$ cat config.mk
export PLATFORM = sky130hd
export DESIGN_NAME = fwsr_poller
export DESIGN_NICKNAME = d
export VERILOG_FILES = /design/src/fwsr_pkg.sv /design/src/fwsr_poller.sv
export SDC_FILE = /design/constraint.sdc
export NUM_CORES = 1
export LEC_CHECK = 0
export BUFFER_PORTS_ARGS = -buffer_cell sky130_fd_sc_hd__buf_4
export CORE_UTILIZATION = 40
export CTS_CLUSTER_DIAMETER = 60
export DETAILED_ROUTE_END_ITERATION = 10
export PLACE_DENSITY = 0.65
export SYNTH_ARGS = -nofsm -noshare
export SYNTH_HDL_FRONTEND = slang
export SYNTH_SLANG_ARGS = --single-unit
$ cat constraint.sdc
create_clock -name clk -period 4.1 [get_ports clk]
set_clock_uncertainty 0.15 [all_clocks]
set_input_delay 0.615 -clock clk [delete_from_list [all_inputs] [get_ports clk]]
set_output_delay 0.615 -clock clk [all_outputs]
set_load 0.005 [all_outputs]
$ cat src/fwsr_pkg.sv
// Package with status bit positions, register map and timing counts for the flash status poller
//
// Contract
// - Host paces status reads with output strobe or chip select.
// - Host reads full data bus twice and compares toggle bits.
// - Unchanged toggle bit means done; next read returns array data.
// - Toggling persists: check timeout bit, recheck, failure means reset command.
// - Host returning from other work restarts polling from first double read.
// - After timeout failure host issues reset command to return to read.
// - Host with under 50 us between added commands need not watch window.
// - Host checks erase window bit before and after each extra sector command.
// - Status reads go to the programmed address or an erasing sector.
package fwsr_pkg;
   // Status bit positions on the data bus
   localparam int POS_ERASE_TOGGLE = 2;
   localparam int POS_WINDOW       = 3;
   localparam int POS_TIMEOUT      = 5;
   localparam int POS_BUSY_TOGGLE  = 6;
   localparam int POS_POLLING      = 7;
   // Register map of the controller (word index, byte address = 4 * index)
   localparam logic [3:0] REG_CTRL   = 4'h0;
   localparam logic [3:0] REG_ADDR   = 4'h1;
   localparam logic [3:0] REG_STATUS = 4'h2;
   localparam logic [3:0] REG_LAST   = 4'h3;
   localparam logic [3:0] REG_LIMIT  = 4'h4;
   // Control bits
   localparam int CTRL_START = 0;
   localparam int CTRL_ABORT = 1;
   localparam int CTRL_ERASE = 2;
   // Status bits
   localparam int ST_BUSY    = 0;
   localparam int ST_DONE    = 1;
   localparam int ST_FAIL    = 2;
   localparam int ST_RESETOK = 3;
   localparam int ST_WINDOW  = 4;
   localparam int ST_ESTOG   = 5;
   // Bus timing: read cycle in ns and its cycle count (rounded up)
   localparam int  CLK_PERIOD_NS = 8;
   localparam int  T_READ_NS     = 70;
   localparam int  READ_CYC      = (T_READ_NS + CLK_PERIOD_NS - 1) / CLK_PERIOD_NS;
   localparam int  T_REC_NS      = 30;
   localparam int  REC_CYC       = (T_REC_NS + CLK_PERIOD_NS - 1) / CLK_PERIOD_NS;
   // Reset command word written to the bank
   localparam logic [15:0] CMD_RESET = 16'h00F0;
   localparam logic [15:0] LIMIT_RST = 16'h0100;
   typedef enum logic [6:0] {
      ST_IDLE  = 7'h01,
      ST_RD1   = 7'h02,
      ST_RD2   = 7'h04,
      ST_EVAL  = 7'h08,
      ST_RESET = 7'h10,
      ST_FINAL = 7'h20,
      ST_WAIT  = 7'h40
   } fwsr_state_e;
endpackage

$ cat src/fwsr_poller.sv
// Host-side toggle polling controller for a parallel flash bank
`timescale 1ns/1ps
`default_nettype none
module fwsr_poller
   import fwsr_pkg::*;
#(
   parameter int ADDR_W = 22
) (
   input  wire logic              clk,
   input  wire logic              rst_b,
   input  wire logic [3:0]        sw_addr,
   input  wire logic [31:0]       sw_wdata,
   input  wire logic              sw_wr,
   input  wire logic              sw_rd,
   output logic      [31:0]       sw_rdata,
   output logic      [ADDR_W-1:0] flash_addr,
   input  wire logic [15:0]       data_bus_in,
   output logic      [15:0]       data_bus_out,
   output logic                   data_bus_oe,
   output logic                   flash_ce_n,
   output logic                   flash_oe_n,
   output logic                   flash_we_n,
   input  wire logic              ready_busy_n
);

   fwsr_state_e        state_reg;
   logic [ADDR_W-1:0]  addr_reg;
   logic               erase_mode_reg;
   logic [15:0]        first_reg;
   logic [15:0]        last_reg;
   logic [15:0]        limit_reg;
   logic [15:0]        rounds_reg;
   logic [7:0]         cyc_reg;
   logic               busy_reg;
   logic               done_reg;
   logic               fail_reg;
   logic               resetok_reg;
   logic               seen_to_reg;
   logic [15:0]        d_s1_reg;
   logic [15:0]        d_s2_reg;
   logic               rb_s1_reg;
   logic               rb_s2_reg;
   logic               ctl_start;
   logic               ctl_abort;
   logic               toggling;
   logic               abort_reg;

   // Two-stage synchronisers for pins
   always_ff @(posedge clk or negedge rst_b) begin
      if (!rst_b) begin
         d_s1_reg  <= 16'h0000;
         d_s2_reg  <= 16'h0000;
         rb_s1_reg <= 1'b1;
         rb_s2_reg <= 1'b1;
      end else begin
         d_s1_reg  <= data_bus_in;
         d_s2_reg  <= d_s1_reg;
         rb_s1_reg <= ready_busy_n;
         rb_s2_reg <= rb_s1_reg;
      end
   end

   assign ctl_start = sw_wr && (sw_addr == REG_CTRL) && sw_wdata[CTRL_START];
   assign ctl_abort = sw_wr && (sw_addr == REG_CTRL) && sw_wdata[CTRL_ABORT];
   // Compare toggle bits of two consecutive full-bus reads
   assign toggling = (first_reg[POS_BUSY_TOGGLE] != last_reg[POS_BUSY_TOGGLE])
      || (erase_mode_reg
          && (first_reg[POS_ERASE_TOGGLE] != last_reg[POS_ERASE_TOGGLE]));

   // Software-written configuration
   always_ff @(posedge clk or negedge rst_b) begin
      if (!rst_b) begin
         addr_reg       <= '0;
         erase_mode_reg <= 1'b0;
         limit_reg      <= LIMIT_RST;
      end else if (sw_wr) begin
         if (sw_addr == REG_ADDR) begin
            addr_reg <= sw_wdata[ADDR_W-1:0];
         end else if (sw_addr == REG_LIMIT) begin
            limit_reg <= sw_wdata[15:0];
         end else if (sw_addr == REG_CTRL && state_reg == ST_IDLE) begin
            erase_mode_reg <= sw_wdata[CTRL_ERASE];
         end
      end
   end

   // Abort request held until the sequencer is back in idle
   always_ff @(posedge clk or negedge rst_b) begin
      if (!rst_b) begin
         abort_reg <= 1'b0;
      end else if (ctl_abort) begin
         abort_reg <= 1'b1;
      end else if (state_reg == ST_IDLE) begin
         abort_reg <= 1'b0;
      end
   end

   // Cycle timer for each bus cycle
   always_ff @(posedge clk or negedge rst_b) begin
      if (!rst_b) begin
         cyc_reg <= 8'h00;
      end else if (state_reg == ST_IDLE || state_reg == ST_EVAL) begin
         cyc_reg <= 8'h00;
      end else if (cyc_reg == 8'(READ_CYC + REC_CYC + 2)) begin
         cyc_reg <= 8'h00;
      end else begin
         cyc_reg <= cyc_reg + 8'h01;
      end
   end

   // Polling sequencer
   always_ff @(posedge clk or negedge rst_b) begin
      if (!rst_b) begin
         state_reg   <= ST_IDLE;
         first_reg   <= 16'h0000;
         last_reg    <= 16'h0000;
         rounds_reg  <= 16'h0000;
         seen_to_reg <= 1'b0;
      end else begin
         case (state_reg)
            ST_IDLE: begin
               if (ctl_start) begin
                  state_reg   <= ST_RD1;
                  rounds_reg  <= 16'h0000;
                  seen_to_reg <= 1'b0;
               end
            end
            ST_RD1: begin
               if (cyc_reg == 8'(READ_CYC + 2)) begin
                  first_reg <= d_s2_reg;
               end
               if (cyc_reg == 8'(READ_CYC + REC_CYC + 2)) begin
                  state_reg <= abort_reg ? ST_IDLE : ST_RD2;
               end
            end
            ST_RD2: begin
               if (cyc_reg == 8'(READ_CYC + 2)) begin
                  last_reg <= d_s2_reg; // Last strobe cycle, before release
               end
               if (cyc_reg == 8'(READ_CYC + REC_CYC + 2)) begin
                  state_reg <= ST_EVAL;
               end
            end
            ST_EVAL: begin
               rounds_reg <= rounds_reg + 16'h0001;
               if (!toggling) begin
                  state_reg <= ST_FINAL;
               end else if (seen_to_reg) begin
                  state_reg <= ST_RESET;
               end else if (last_reg[POS_TIMEOUT]) begin
                  seen_to_reg <= 1'b1;
                  first_reg   <= last_reg;
                  state_reg   <= ST_RD2;
               end else if (abort_reg || rounds_reg == limit_reg) begin
                  state_reg <= ST_IDLE;
               end else begin
                  first_reg <= last_reg;
                  state_reg <= ST_RD2;
               end
            end
            ST_RESET: begin
               if (cyc_reg == 8'(READ_CYC + REC_CYC + 2)) begin
                  state_reg <= ST_IDLE;
               end
            end
            ST_FINAL: begin
               if (cyc_reg == 8'(READ_CYC + 2)) begin
                  last_reg <= d_s2_reg;
               end
               if (cyc_reg == 8'(READ_CYC + REC_CYC + 2)) begin
                  state_reg <= ST_IDLE;
               end
            end
            default: state_reg <= ST_IDLE;
         endcase
      end
   end

   // Busy and outcome flags; done, fail and reset flags cleared by a new start
   always_ff @(posedge clk or negedge rst_b) begin
      if (!rst_b) begin
         busy_reg    <= 1'b0;
         done_reg    <= 1'b0;
         fail_reg    <= 1'b0;
         resetok_reg <= 1'b0;
      end else begin
         busy_reg <= (state_reg != ST_IDLE) || ctl_start;
         if (state_reg == ST_FINAL && cyc_reg == 8'(READ_CYC + REC_CYC + 2)) begin
            done_reg <= 1'b1;
         end else if (ctl_start && state_reg == ST_IDLE) begin
            done_reg <= 1'b0;
         end
         if (state_reg == ST_EVAL && toggling && seen_to_reg) begin
            fail_reg <= 1'b1;
         end else if (ctl_start && state_reg == ST_IDLE) begin
            fail_reg <= 1'b0;
         end
         if (state_reg == ST_RESET && cyc_reg == 8'(READ_CYC + REC_CYC + 2)) begin
            resetok_reg <= 1'b1;
         end else if (ctl_start && state_reg == ST_IDLE) begin
            resetok_reg <= 1'b0;
         end
      end
   end

   // Flash pin drive: reads pace with output strobe under chip select
   always_ff @(posedge clk or negedge rst_b) begin
      if (!rst_b) begin
         flash_addr   <= '0;
         flash_ce_n   <= 1'b1;
         flash_oe_n   <= 1'b1;
         flash_we_n   <= 1'b1;
         data_bus_out <= 16'h0000;
         data_bus_oe  <= 1'b0;
      end else begin
         flash_addr <= addr_reg;
         if ((state_reg == ST_RD1 || state_reg == ST_RD2 || state_reg == ST_FINAL)
             && cyc_reg < 8'(READ_CYC)) begin
            flash_ce_n <= 1'b0;
            flash_oe_n <= 1'b0;
         end else if (state_reg == ST_RESET && cyc_reg < 8'(READ_CYC)) begin
            flash_ce_n <= 1'b0;
            flash_oe_n <= 1'b1;
         end else begin
            flash_ce_n <= 1'b1;
            flash_oe_n <= 1'b1;
         end
         flash_we_n   <= !(state_reg == ST_RESET && cyc_reg < 8'(READ_CYC));
         data_bus_out <= CMD_RESET;
         data_bus_oe  <= state_reg == ST_RESET && cyc_reg < 8'(READ_CYC + 1);
      end
   end

   // Register read port, data one cycle after the strobe
   always_ff @(posedge clk or negedge rst_b) begin
      if (!rst_b) begin
         sw_rdata <= 32'h0000_0000;
      end else if (sw_rd) begin
         if (sw_addr == REG_CTRL) begin
            sw_rdata <= {29'h0, erase_mode_reg, 2'b00};
         end else if (sw_addr == REG_ADDR) begin
            sw_rdata <= 32'(addr_reg);
         end else if (sw_addr == REG_STATUS) begin
            sw_rdata <= {26'h0, last_reg[POS_ERASE_TOGGLE], last_reg[POS_WINDOW],
                         resetok_reg, fail_reg, done_reg, busy_reg};
         end else if (sw_addr == REG_LAST) begin
            sw_rdata <= {15'h0, rb_s2_reg, last_reg};
         end else if (sw_addr == REG_LIMIT) begin
            sw_rdata <= {16'h0, limit_reg};
         end else begin
            sw_rdata <= 32'h0000_0000;
         end
      end else begin
         sw_rdata <= 32'h0000_0000;
      end
   end

   // Checks
   property p_oe_only_on_reset;
      @(posedge clk) disable iff (!rst_b)
         data_bus_oe |-> $past(state_reg) == ST_RESET;
   endproperty
   a_oe_only_on_reset: assert property (p_oe_only_on_reset) else $error("stray bus drive");

   property p_fail_leads_reset;
      @(posedge clk) disable iff (!rst_b)
         (state_reg == ST_EVAL && toggling && seen_to_reg) |=> state_reg == ST_RESET;
   endproperty
   a_fail_leads_reset: assert property (p_fail_leads_reset) else $error("no reset command");

   property p_still_done;
      @(posedge clk) disable iff (!rst_b)
         (state_reg == ST_EVAL && !toggling) |=> state_reg == ST_FINAL;
   endproperty
   a_still_done: assert property (p_still_done) else $error("done not taken");

   property p_restart;
      @(posedge clk) disable iff (!rst_b)
         (state_reg == ST_IDLE && ctl_start) |=> state_reg == ST_RD1;
   endproperty
   a_restart: assert property (p_restart) else $error("poll not restarted");

   property p_read_strobe;
      @(posedge clk) disable iff (!rst_b)
         !flash_oe_n |-> !flash_ce_n && flash_we_n && !data_bus_oe;
   endproperty
   a_read_strobe: assert property (p_read_strobe) else $error("bad read strobe");

   property p_timeout_recheck;
      @(posedge clk) disable iff (!rst_b)
         (state_reg == ST_EVAL && toggling && !seen_to_reg && last_reg[POS_TIMEOUT])
         |=> state_reg == ST_RD2 && seen_to_reg;
   endproperty
   a_timeout_recheck: assert property (p_timeout_recheck) else $error("no recheck");

   property p_sample_in_strobe;
      @(posedge clk) disable iff (!rst_b)
         ((state_reg == ST_RD1 || state_reg == ST_RD2 || state_reg == ST_FINAL)
          && cyc_reg == 8'(READ_CYC + 2)) |-> !$past(flash_oe_n, 2);
   endproperty
   a_sample_in_strobe: assert property (p_sample_in_strobe) else $error("late sample");

   property p_limit_stop;
      @(posedge clk) disable iff (!rst_b)
         (state_reg == ST_EVAL && toggling && !seen_to_reg && !last_reg[POS_TIMEOUT]
          && rounds_reg == limit_reg) |=> state_reg == ST_IDLE;
   endproperty
   a_limit_stop: assert property (p_limit_stop) else $error("limit not kept");

   property p_reset_word;
      @(posedge clk) disable iff (!rst_b)
         !flash_we_n |-> data_bus_oe && data_bus_out == CMD_RESET && !flash_ce_n && flash_oe_n;
   endproperty
   a_reset_word: assert property (p_reset_word) else $error("bad reset command");

   c_done:  cover property (@(posedge clk) disable iff (!rst_b) $rose(done_reg));
   c_fail:  cover property (@(posedge clk) disable iff (!rst_b) $rose(fail_reg));
   c_reset: cover property (@(posedge clk) disable iff (!rst_b) $rose(resetok_reg));
endmodule
`default_nettype wire

==> metrics.txt, run 1 <==
outcome finished clean; Congestion Overflow GR 0; post-synth cell types 65; fin. max-slew vios 0; Slowest cell on crit path or4_4; CP bufs+invs 0; Clock Path Buffers 2; routed length per instance 16.5 microns; vias in the first global route 4550; most common cell in the synthesized netlist dfrtp_1; Post-CTS Hold Buffers 0; Hold Vio Cnt, Final 0; Place WS 1.30 ns; Iter 0 DRT Violations 178; r2r worst-path depth 4; Synth async-reset ratio 1.00; FF-to-FF End last_reg[4]$_DFFE_PN0P_; H-tree depth 4; max-cap viol count 0; post-synthesis sequential area ratio 0.612; Req. time, crit path 4.26 ns; most instantiated cells after synthesis dfrtp_1 (169), nor2_1 (51), mux2_2 (45); DRC viols 0; Placed Instances 857; fin crit period 2.47 ns; die width 136 microns; r2r startpoint cyc_reg[6]$_DFF_PN0_; Hold WC Path Type primary input to asynchronous set/reset pin; mean post-synth cell area 12.9 sq um; post-route cell area 8610 sq um; met2 usage 0.269; first-pass GRT wire length 24100 microns; Worst-Margin Slew 1.06 ns; Antenna diodes 0; Top Ports 131; CTS root buf clkbuf_16; setup bufs post-CTS 0; Yosys top cell by area dfrtp_1; worst hold slack 0.111 ns; Placed Instance Area 8040 sq um; All-Layer GR Usage 0.172; GPL Wtd Cong 0.869; Final HPWL DP 10500 microns; TritonCTS Buffers 17; synthesized area 7220 sq um; unrepaired setup endpoints after global routing false; met3 Track Usage GR 0.0336; crit path kind register to register; Cell Rows 48; flops & latches, synth 176; aggregate negative setup slack 0 ns; share of the synthesized area in the top cell type 0.586; Synth Instances 561; Vert. Die Dim 136 microns; worst setup margin 1.63 ns; Worst setup EP type register; WP data arrival 2.64 ns; worst reg-to-reg setup slack 1.63 ns; ANT nets after route 0; # nets final 711; Final setup viols 0; Layout Cells excl Fill 889; met1 Use GR 0.236; area grow syn2layout 19.4%; synth top area cells dfrtp_1 (59%), mux2_2 (7.0%), xor2_1 (3.5%); Slew headroom 0.291; vias 4485; CTS Sinks 176; final core area utilization 0.493; IO buf count 98; crit-path cells or4_4 > or3_4 > nor2_4 > mux2_2; Final Power 4.25 mW; initial antenna violation count 0; CP Max Fanout 16; pwr dens 493 nW/um^2; core area 17500 sq um; DRT Wirelength 14700 microns; vias per inst 5.04; Initial Util 0.413; slowest cell delay on critical path 0.58 ns; synth warn 0; Peak VDD IR 0.000312 V; startpoint types register; Worst-Skew Late Latency 0.43 ns; ratio of cells with drive above 1 in the final layout 0.312; GRT busiest layer met2; CTS-repair resized insts 0; area of the die 18600 sq um; Fmax 405 MHz; clk slew on worst S/H paths 0.07 ns; TritonRoute pass-1 iters 4; CTS tree yes; largest net degree at the start of global routing 95; Top delay family on crit path simple AND/OR/NAND/NOR gates; Final Cycle Share 0.603; number of flops mapped to enable cells by yosys 0; P_leak 4.09 nW; main flop type after synthesis dfrtp_1
## worst reg2reg max path: cells and delay by family, from the launching register on
family        cells  cell delay (ns)
flops             1             0.41
mux               1             0.41
simple gates      3             1.40
## kinds of logic after synthesis
kind of cell,count (synthesis),synth area share
other cells,2,0.00104
flops,176,0.612
compound gates,70,0.0706
xor+xnor,33,0.0401
fa+ha+maj,3,0.00520
simple gates,155,0.118
mux,66,0.108
buf+inv,56,0.0456
## per-layer routing
| layer | part of all wire | wire length (microns) |
|---|---|---|
| met1 | 0.45 | 6640 |
| met2 | 0.48 | 7040 |
| met3 | 0.054 | 793 |
| met4 | 0.013 | 188 |
| met5 | 0 | 0 |
## layout make-up
type | count | area, sq um
fillers | 1558 | 8860
flip-flops and latches | 176 | 4410
multi-input cells | 350 | 2550
repair buffers | 101 | 774
clock buffers | 21 | 480
well taps | 225 | 282
clock inverters | 11 | 93.8
inverters | 5 | 18.8
## how the worst max path moves through the flow
| stage | startpoint | to | slack, ns | cells past startpoint |
|---|---|---|---|---|
| 3_5_place_dp | sw_addr[0] | limit_reg[5]$_DFFE_PN0P_ | 1.30 | 6 |
| 6_report | cyc_reg[6]$_DFF_PN0_ | last_reg[4]$_DFFE_PN0P_ | 1.63 | 4 |
| 4_1_cts | cyc_reg[6]$_DFF_PN0_ | last_reg[4]$_DFFE_PN0P_ | 1.61 | 4 |
| 2_1_floorplan | sw_addr[0] | limit_reg[10]$_DFFE_PN0P_ | 1.77 | 8 |
| 5_1_grt | state_reg[1]$_DFFE_PN0P_ | rounds_reg[5]$_DFFE_PN0P_ | 1.50 | 5 |
| 3_3_place_gp | sw_addr[0] | limit_reg[7]$_DFFE_PN0P_ | 1.34 | 6 |
## where the power goes
| group | internal (mW) | switching [mW] | total, mW |
|---|---|---|---|
| registers | 1.96 | 0.186 | 2.15 |
| clock network | 0.856 | 0.695 | 1.55 |
| logic | 0.292 | 0.253 | 0.546 |
## cells in the final DEF (no fill, tap or decap), types with 3 or more instances in the layout
master	count
a21oi_1	17
a22oi_1	8
a2bb2oi_1	14
a32o_1	3
and2_1	5
and3_1	6
and4_1	4
buf_4	99
clkbuf_16	17
clkbuf_8	4
clkinv_4	4
conb_1	23
dfrtp_1	169
dfstp_2	7
ha_1	3
inv_1	5
inv_6	3
mux2_2	45
mux2_4	10
mux2i_1	10
nand2_1	23
nand2b_1	8
nand3_1	12
nand4_1	5
nor2_1	51
nor2b_1	6
nor3_1	3
nor4_1	9
nor4b_1	3
o21ai_0	5
o311ai_0	3
xnor2_1	4
xor2_1	29
No activity file was read; power rests on OpenSTA's default activity.
==> run 2, diff against run 1 <==
--- a/config.mk
+++ b/config.mk
@@ -9,7 +9,7 @@
 export CORE_UTILIZATION = 40
 export CTS_CLUSTER_DIAMETER = 60
 export DETAILED_ROUTE_END_ITERATION = 10
-export PLACE_DENSITY = 0.65
+export PLACE_DENSITY = 0.67
 export SYNTH_ARGS = -nofsm -noshare
 export SYNTH_HDL_FRONTEND = slang
 export SYNTH_SLANG_ARGS = --single-unit
==> constraint.sdc (replaced) <==
create_clock -name clk -period 2.2 [get_ports clk]
set_clock_uncertainty 0.15 [all_clocks]
set_input_delay 0.33 -clock clk [delete_from_list [all_inputs] [get_ports clk]]
set_output_delay 0.33 -clock clk [all_outputs]
set_load 0.005 [all_outputs]
==> run 2 against run 1 <==
  * Die area stayed put
  * Largest power group unchanged
  * Maximum frequency is 13% higher
  * First-iteration DRC count is 130% higher
  * Highest routed layer unchanged
  * Sequential share of layout area is 3.9 points lower
  * Worst hold slack worse by 0.087 ns
  * Sequential power is 86% higher
  * Worst setup slack worse by 1.6 ns
  * Register-to-register slack worse by 1.6 ns
==> metrics.txt, run 2 (synthesis gave the netlist of run 1 again) <==
slowest cell delay on critical path 0.54 ns (-0.04 ns); max-cap viol count 0 (unchanged); worst reg-to-reg setup slack 0.008 ns (-1.62 ns); die width 136 microns (unchanged); Initial Util 0.413 (unchanged); pwr dens 865 nW/um^2 (+76%); startpoint types register; DRC viols 0 (unchanged); r2r startpoint cyc_reg[6]$_DFF_PN0_; Top delay family on crit path simple AND/OR/NAND/NOR gates; Final setup viols 0 (unchanged); Worst setup EP type register; Req. time, crit path 2.37 ns (-1.89 ns); CP Max Fanout 16 (unchanged); Fmax 456 MHz (+13%); Antenna diodes 0 (unchanged); outcome finished clean; Cell Rows 48 (unchanged); fill cell count 1461 (-6.2%); TritonRoute pass-1 iters 4 (unchanged); final core area utilization 0.534 (+0.0407); DRT Wirelength 15500 microns (+5.8%); HP Start sw_wdata[2]; Worst-Skew Late Latency 0.43 ns (about the same); Hold Vio Cnt, Final 0 (unchanged); Final HPWL DP 11100 microns (+5.6%); P_leak 4.42 nW (+8.1%); ratio of cells with drive above 1 in the final layout 0.330 (+0.0180); Congestion Overflow GR 0 (unchanged); CP bufs+invs 1 (+1); Peak VDD IR 0.000573 V (+84%); commonest non-fill, non-tap cell in the layout dfrtp_1; Final Cycle Share 0.996 (+0.394); # nets final 781 (+9.8%); CTS tree yes; routed length per instance 16.2 microns (-1.9%); Endpoint, Worst Hold addr_reg[2]$_DFFE_PN0P_; core area 17500 sq um (unchanged); Hold Crit Depth 2; IO buf count 98 (unchanged); CTS Sinks 176 (unchanged); unrepaired setup endpoints after global routing true; GPL Wtd Cong 0.874 (+0.54%); crit-path cells or4_4 > or3_4 > nor2_4 > buf_12 > mux2_2; Worst-Margin Slew 0.569 ns (-0.492 ns); setup bufs post-CTS 0 (unchanged); Iter 0 DRT Violations 402 (+130%); Slowest cell on crit path or4_4; commonest cells after routing, fill and taps aside dfrtp_1 (168), buf_4 (128), nor2_1 (51), mux2_2 (40), dlygate4sd3_1 (38); area grow syn2layout 29.2%; TritonCTS Buffers 17 (unchanged); CTS root buf clkbuf_16; post-route cell area 9330 sq um (+8.2%); fin crit period 2.19 ns (-0.280 ns); Top Ports 131 (unchanged); FF-to-FF End last_reg[5]$_DFFE_PN0P_; vias in the first global route 5037 (+11%); Clock Path Buffers 2 (unchanged); largest net degree at the start of global routing 72 (-24%); H-tree depth 4 (unchanged); area of the die 18600 sq um (unchanged); crit path kind register to register; clk slew on worst S/H paths 0.07 ns (about the same); first-pass GRT wire length 25200 microns (+4.6%); area of the multi-input gates 2600 sq um (+1.9%); Final Power 8.07 mW (+90%); aggregate negative setup slack 0 ns (unchanged); All-Layer GR Usage 0.180 (+0.00796); Sequential Area 4410 sq um (about the same); initial antenna violation count 0 (unchanged); Placed Instance Area 8320 sq um (+3.5%); Vert. Die Dim 136 microns (unchanged); r2r worst-path depth 5 (+1); Crit. Startpoint cyc_reg[6]$_DFF_PN0_; vias per inst 5.04 (about the same); Hold WC Path Type primary input to register; ANT nets after route 0 (unchanged); fin. max-slew vios 0 (unchanged); vias 4834 (+7.8%); Slew headroom 0.617 (+0.326); WP data arrival 2.36 ns (-0.28 ns)
[run 2: cell types whose count changed in the layout (fill, tap and decap cells not counted), moves of 2 or more]
cell,previous run,this run
buf_12,1,4
buf_4,99,128
clkbuf_8,4,2
clkinv_4,4,2
clkinv_8,0,2
dlygate4sd3_1,0,38
mux2_2,45,40
mux2_4,10,15
[run 2: how the worst max path moves through the flow]
stage                               end  slack (ns)  cells after the start
2_1_floorplan  last_reg[10]$_DFFE_PN0P_       0.005                      5
3_3_place_gp    last_reg[4]$_DFFE_PN0P_        0.04                      5
3_5_place_dp    last_reg[1]$_DFFE_PN0P_        0.02                      5
4_1_cts         last_reg[1]$_DFFE_PN0P_       0.004                      5
5_1_grt         last_reg[5]$_DFFE_PN0P_       -0.03                      5
6_report        last_reg[5]$_DFFE_PN0P_       0.008                      5
[run 2: layout make-up]
type / count / area share
clock inverters: 12 / 0.0129
clock buffers: 20 / 0.0490
well taps: 225 / 0.0302
multi-input cells: 350 / 0.279
inverters: 5 / 0.00201
flip-flops and latches: 176 / 0.473
repair buffers: 171 / 0.154
[run 2: report_power, final]
part           total, mW  internal [mW]  leakage, nW  switching [mW]
clock network       2.88           1.55        0.281            1.32
registers           4.00           3.66         2.22           0.338
logic               1.20          0.656         1.92           0.539
[run 2: worst reg2reg max path, stage by stage, from the launching register on]
cell	delay [ns]
dfrtp_1	0.40
or4_4	0.54
or3_4	0.36
nor2_4	0.11
buf_12	0.18
mux2_2	0.34
[run 2: routing by layer]
layer,global-route usage,wire (microns),vias up
met5,0,0,-
met2,0.292,7650,159
li1,-,-,2240
met4,0.0685,254,0
met3,0.0462,864,18
met1,0.231,6750,2417
[run 2: through the flow]
step	hold slack (ns)	cells	worst slack [ns]
finish	0.0234	959	0.00803
global route	0.00543	959	-0.0318
CTS	0.00794	959	0.00429
detailed placement	0.105	889	0.0153
global placement	0.102	889	0.0361
floorplan	-0.116	582	0.00520
[run 2: what timing repair did]
action | in CTS | in global routing
resized for setup | 0 | 11
endpoints found under the setup margin | 0 | 22
hold endpoints to repair | 84 | 0
hold buffers | 38 | 0
==> run 3, diff against run 2 <==
--- a/config.mk
+++ b/config.mk
@@ -10,6 +10,7 @@
 export CTS_CLUSTER_DIAMETER = 60
 export DETAILED_ROUTE_END_ITERATION = 10
 export PLACE_DENSITY = 0.67
+export SETUP_SLACK_MARGIN = 0.1
 export SYNTH_ARGS = -nofsm -noshare
 export SYNTH_HDL_FRONTEND = slang
 export SYNTH_SLANG_ARGS = --single-unit
==> run 3 against run 2 <==
  * Utilization is 0.34 points higher
  * Critical endpoint is now last_reg[4]$_DFFE_PN0P_
  * Flip-flop and latch count stayed put
  * Count of clock-buffer cells in the layout decreased by 2
  * Cell count rose by 0.52%
  * Sequential power about the same
  * Wire length rose by 1.5%
  * Clock power is 2% lower
  * Worst setup slack improved by 0.0061 ns
==> metrics.txt, run 3 (synthesis gave the netlist of run 1 again) <==
GPL Wtd Cong 0.894 (+2.3%); clk slew on worst S/H paths 0.06 ns (about the same); worst hold slack 0.0194 ns (-0.00400 ns); Cell Rows 48 (unchanged); Hold Crit Depth 2 (unchanged); Final Power 8.07 mW (about the same); vias 4838 (+0.083%); area grow syn2layout 30.1%; Worst-Margin Slew 0.533 ns (-0.0367 ns); initial antenna violation count 0 (unchanged); Placed Instance Area 8350 sq um (+0.33%); Slew headroom 0.645 (+0.0285); r2r worst-path depth 5 (unchanged); Iter 0 DRT Violations 258 (-36%); # nets final 786 (+0.64%); TritonRoute pass-1 iters 4 (unchanged); Slowest cell on crit path or4_4; Final setup viols 0 (unchanged); outcome finished clean; IO buf count 98 (unchanged); Congestion Overflow GR 0 (unchanged); Req. time, crit path 2.36 ns (about the same); Hold WC Path Type primary input to register; TritonCTS Buffers 17 (unchanged); Clock Path Buffers 2 (unchanged); Hold Vio Cnt, Final 0 (unchanged); slowest cell delay on critical path 0.54 ns (about the same); max-cap viol count 0 (unchanged); post-route cell area 9390 sq um (+0.64%); fin crit period 2.19 ns (-0.00607 ns); Final HPWL DP 11300 microns (+1.2%); final core area utilization 0.537 (+0.00344); die width 136 microns (unchanged); commonest non-fill, non-tap cell in the layout dfrtp_1; Placed Instances 891 (+0.22%); All-Layer GR Usage 0.179 (-0.00104); routed length per instance 16.3 microns (+0.99%); worst setup margin 0.0141 ns (+0.00607 ns); startpoint types register; Place WS 0.0116 ns (-0.00367 ns); DRT Wirelength 15800 microns (+1.5%); CTS root buf clkbuf_16; CTS tree yes; Fmax 457 MHz (+0.28%); fin. max-slew vios 0 (unchanged); r2r startpoint cyc_reg[6]$_DFF_PN0_; vias per inst 5.02 (-0.44%); CP Max Fanout 16 (unchanged); CTS Sinks 176 (unchanged); H-tree depth 4 (unchanged); Top delay family on crit path simple AND/OR/NAND/NOR gates; core area 17500 sq um (unchanged); vias in the first global route 4968 (-1.4%); CP bufs+invs 1 (unchanged); first-pass GRT wire length 25100 microns (-0.55%); Worst-Skew Late Latency 0.43 ns (about the same); crit path kind register to register; Top Ports 131 (unchanged); ANT nets after route 0 (unchanged); largest net degree at the start of global routing 51 (-29%); area of the die 18600 sq um (unchanged); WP data arrival 2.35 ns (about the same); pwr dens 860 nW/um^2 (-0.67%); critical path depth 5 (unchanged); crit-path cells or4_4 > or3_4 > nor2_4 > buf_12 > mux2_2; ratio of cells with drive above 1 in the final layout 0.355 (+0.0248); P_leak 4.44 nW (+0.45%); DRC viols 0 (unchanged); unrepaired setup endpoints after global routing true; Vert. Die Dim 136 microns (unchanged); Layout Cells excl Fill 964 (+0.52%); Crit. Startpoint cyc_reg[6]$_DFF_PN0_; Worst setup EP type register; Final Cycle Share 0.994 (-0.00276); Antenna diodes 0 (unchanged); aggregate negative setup slack 0 ns (unchanged); Initial Util 0.413 (unchanged); commonest cells after routing, fill and taps aside dfrtp_1 (164), buf_4 (134), nor2_1 (49), mux2_2 (45), dlygate4sd3_1 (36); HP Start sw_wdata[9]; Peak VDD IR 0.000578 V (+0.86%)
==> run 3: timing repair <==
item                                    in CTS  in global routing
resized for setup                            8                 12
pin swaps                                    1                  3
buffers inserted                             2                  3
endpoints found under the setup margin      24                 36
hold buffers                                36                  0
hold endpoints to repair                    87                  0
==> run 3: where the power goes <==
part | switching (mW) | leakage [nW] | internal [mW]
clock network | 1.31 | 0.274 | 1.51
logic | 0.567 | 1.95 | 0.674
registers | 0.340 | 2.22 | 3.66
==> run 3: path summary, 6_finish.rpt <==
path / end / slack, ns
worst max-delay path: last_reg[4]$_DFFE_PN0P_ / 0.01
worst min-delay path: limit_reg[9]$_DFFE_PN0P_ / 0.02
worst max register to register: last_reg[4]$_DFFE_PN0P_ / 0.01
worst min register to register: rb_s2_reg$_DFF_PN1_ / 0.20
max in group asynchronous: rb_s1_reg$_DFF_PN1_ / 0.94
min in group asynchronous: data_bus_oe$_DFF_PN0_ / 0.27
==> run 3: cell type report <==
class	count	area [sq um]
timing repair buffer	176	1480
clock buffer	18	439
fill	1471	8090
tap	225	282
sequential	176	4420
inverter	5	18.8
clock inverter	14	121
multi-input combinational	350	2630
==> run 3: routing by layer <==
metal	track usage	part of all wire	routed length, microns	vias up
met5	0	0	0	-
met4	0.0914	0.027	423	0
met3	0.0369	0.043	676	31
met2	0.275	0.48	7560	147
met1	0.240	0.45	7090	2413
li1	-	-	-	2247
==> run 3: worst reg2reg max path, delay by kind of cell (launching register included) <==
family                 cells  cell delay, ns
multiplexers               1            0.34
AND/OR/NAND/NOR            3            1.01
flip-flops                 1            0.40
buffers and inverters      1            0.17
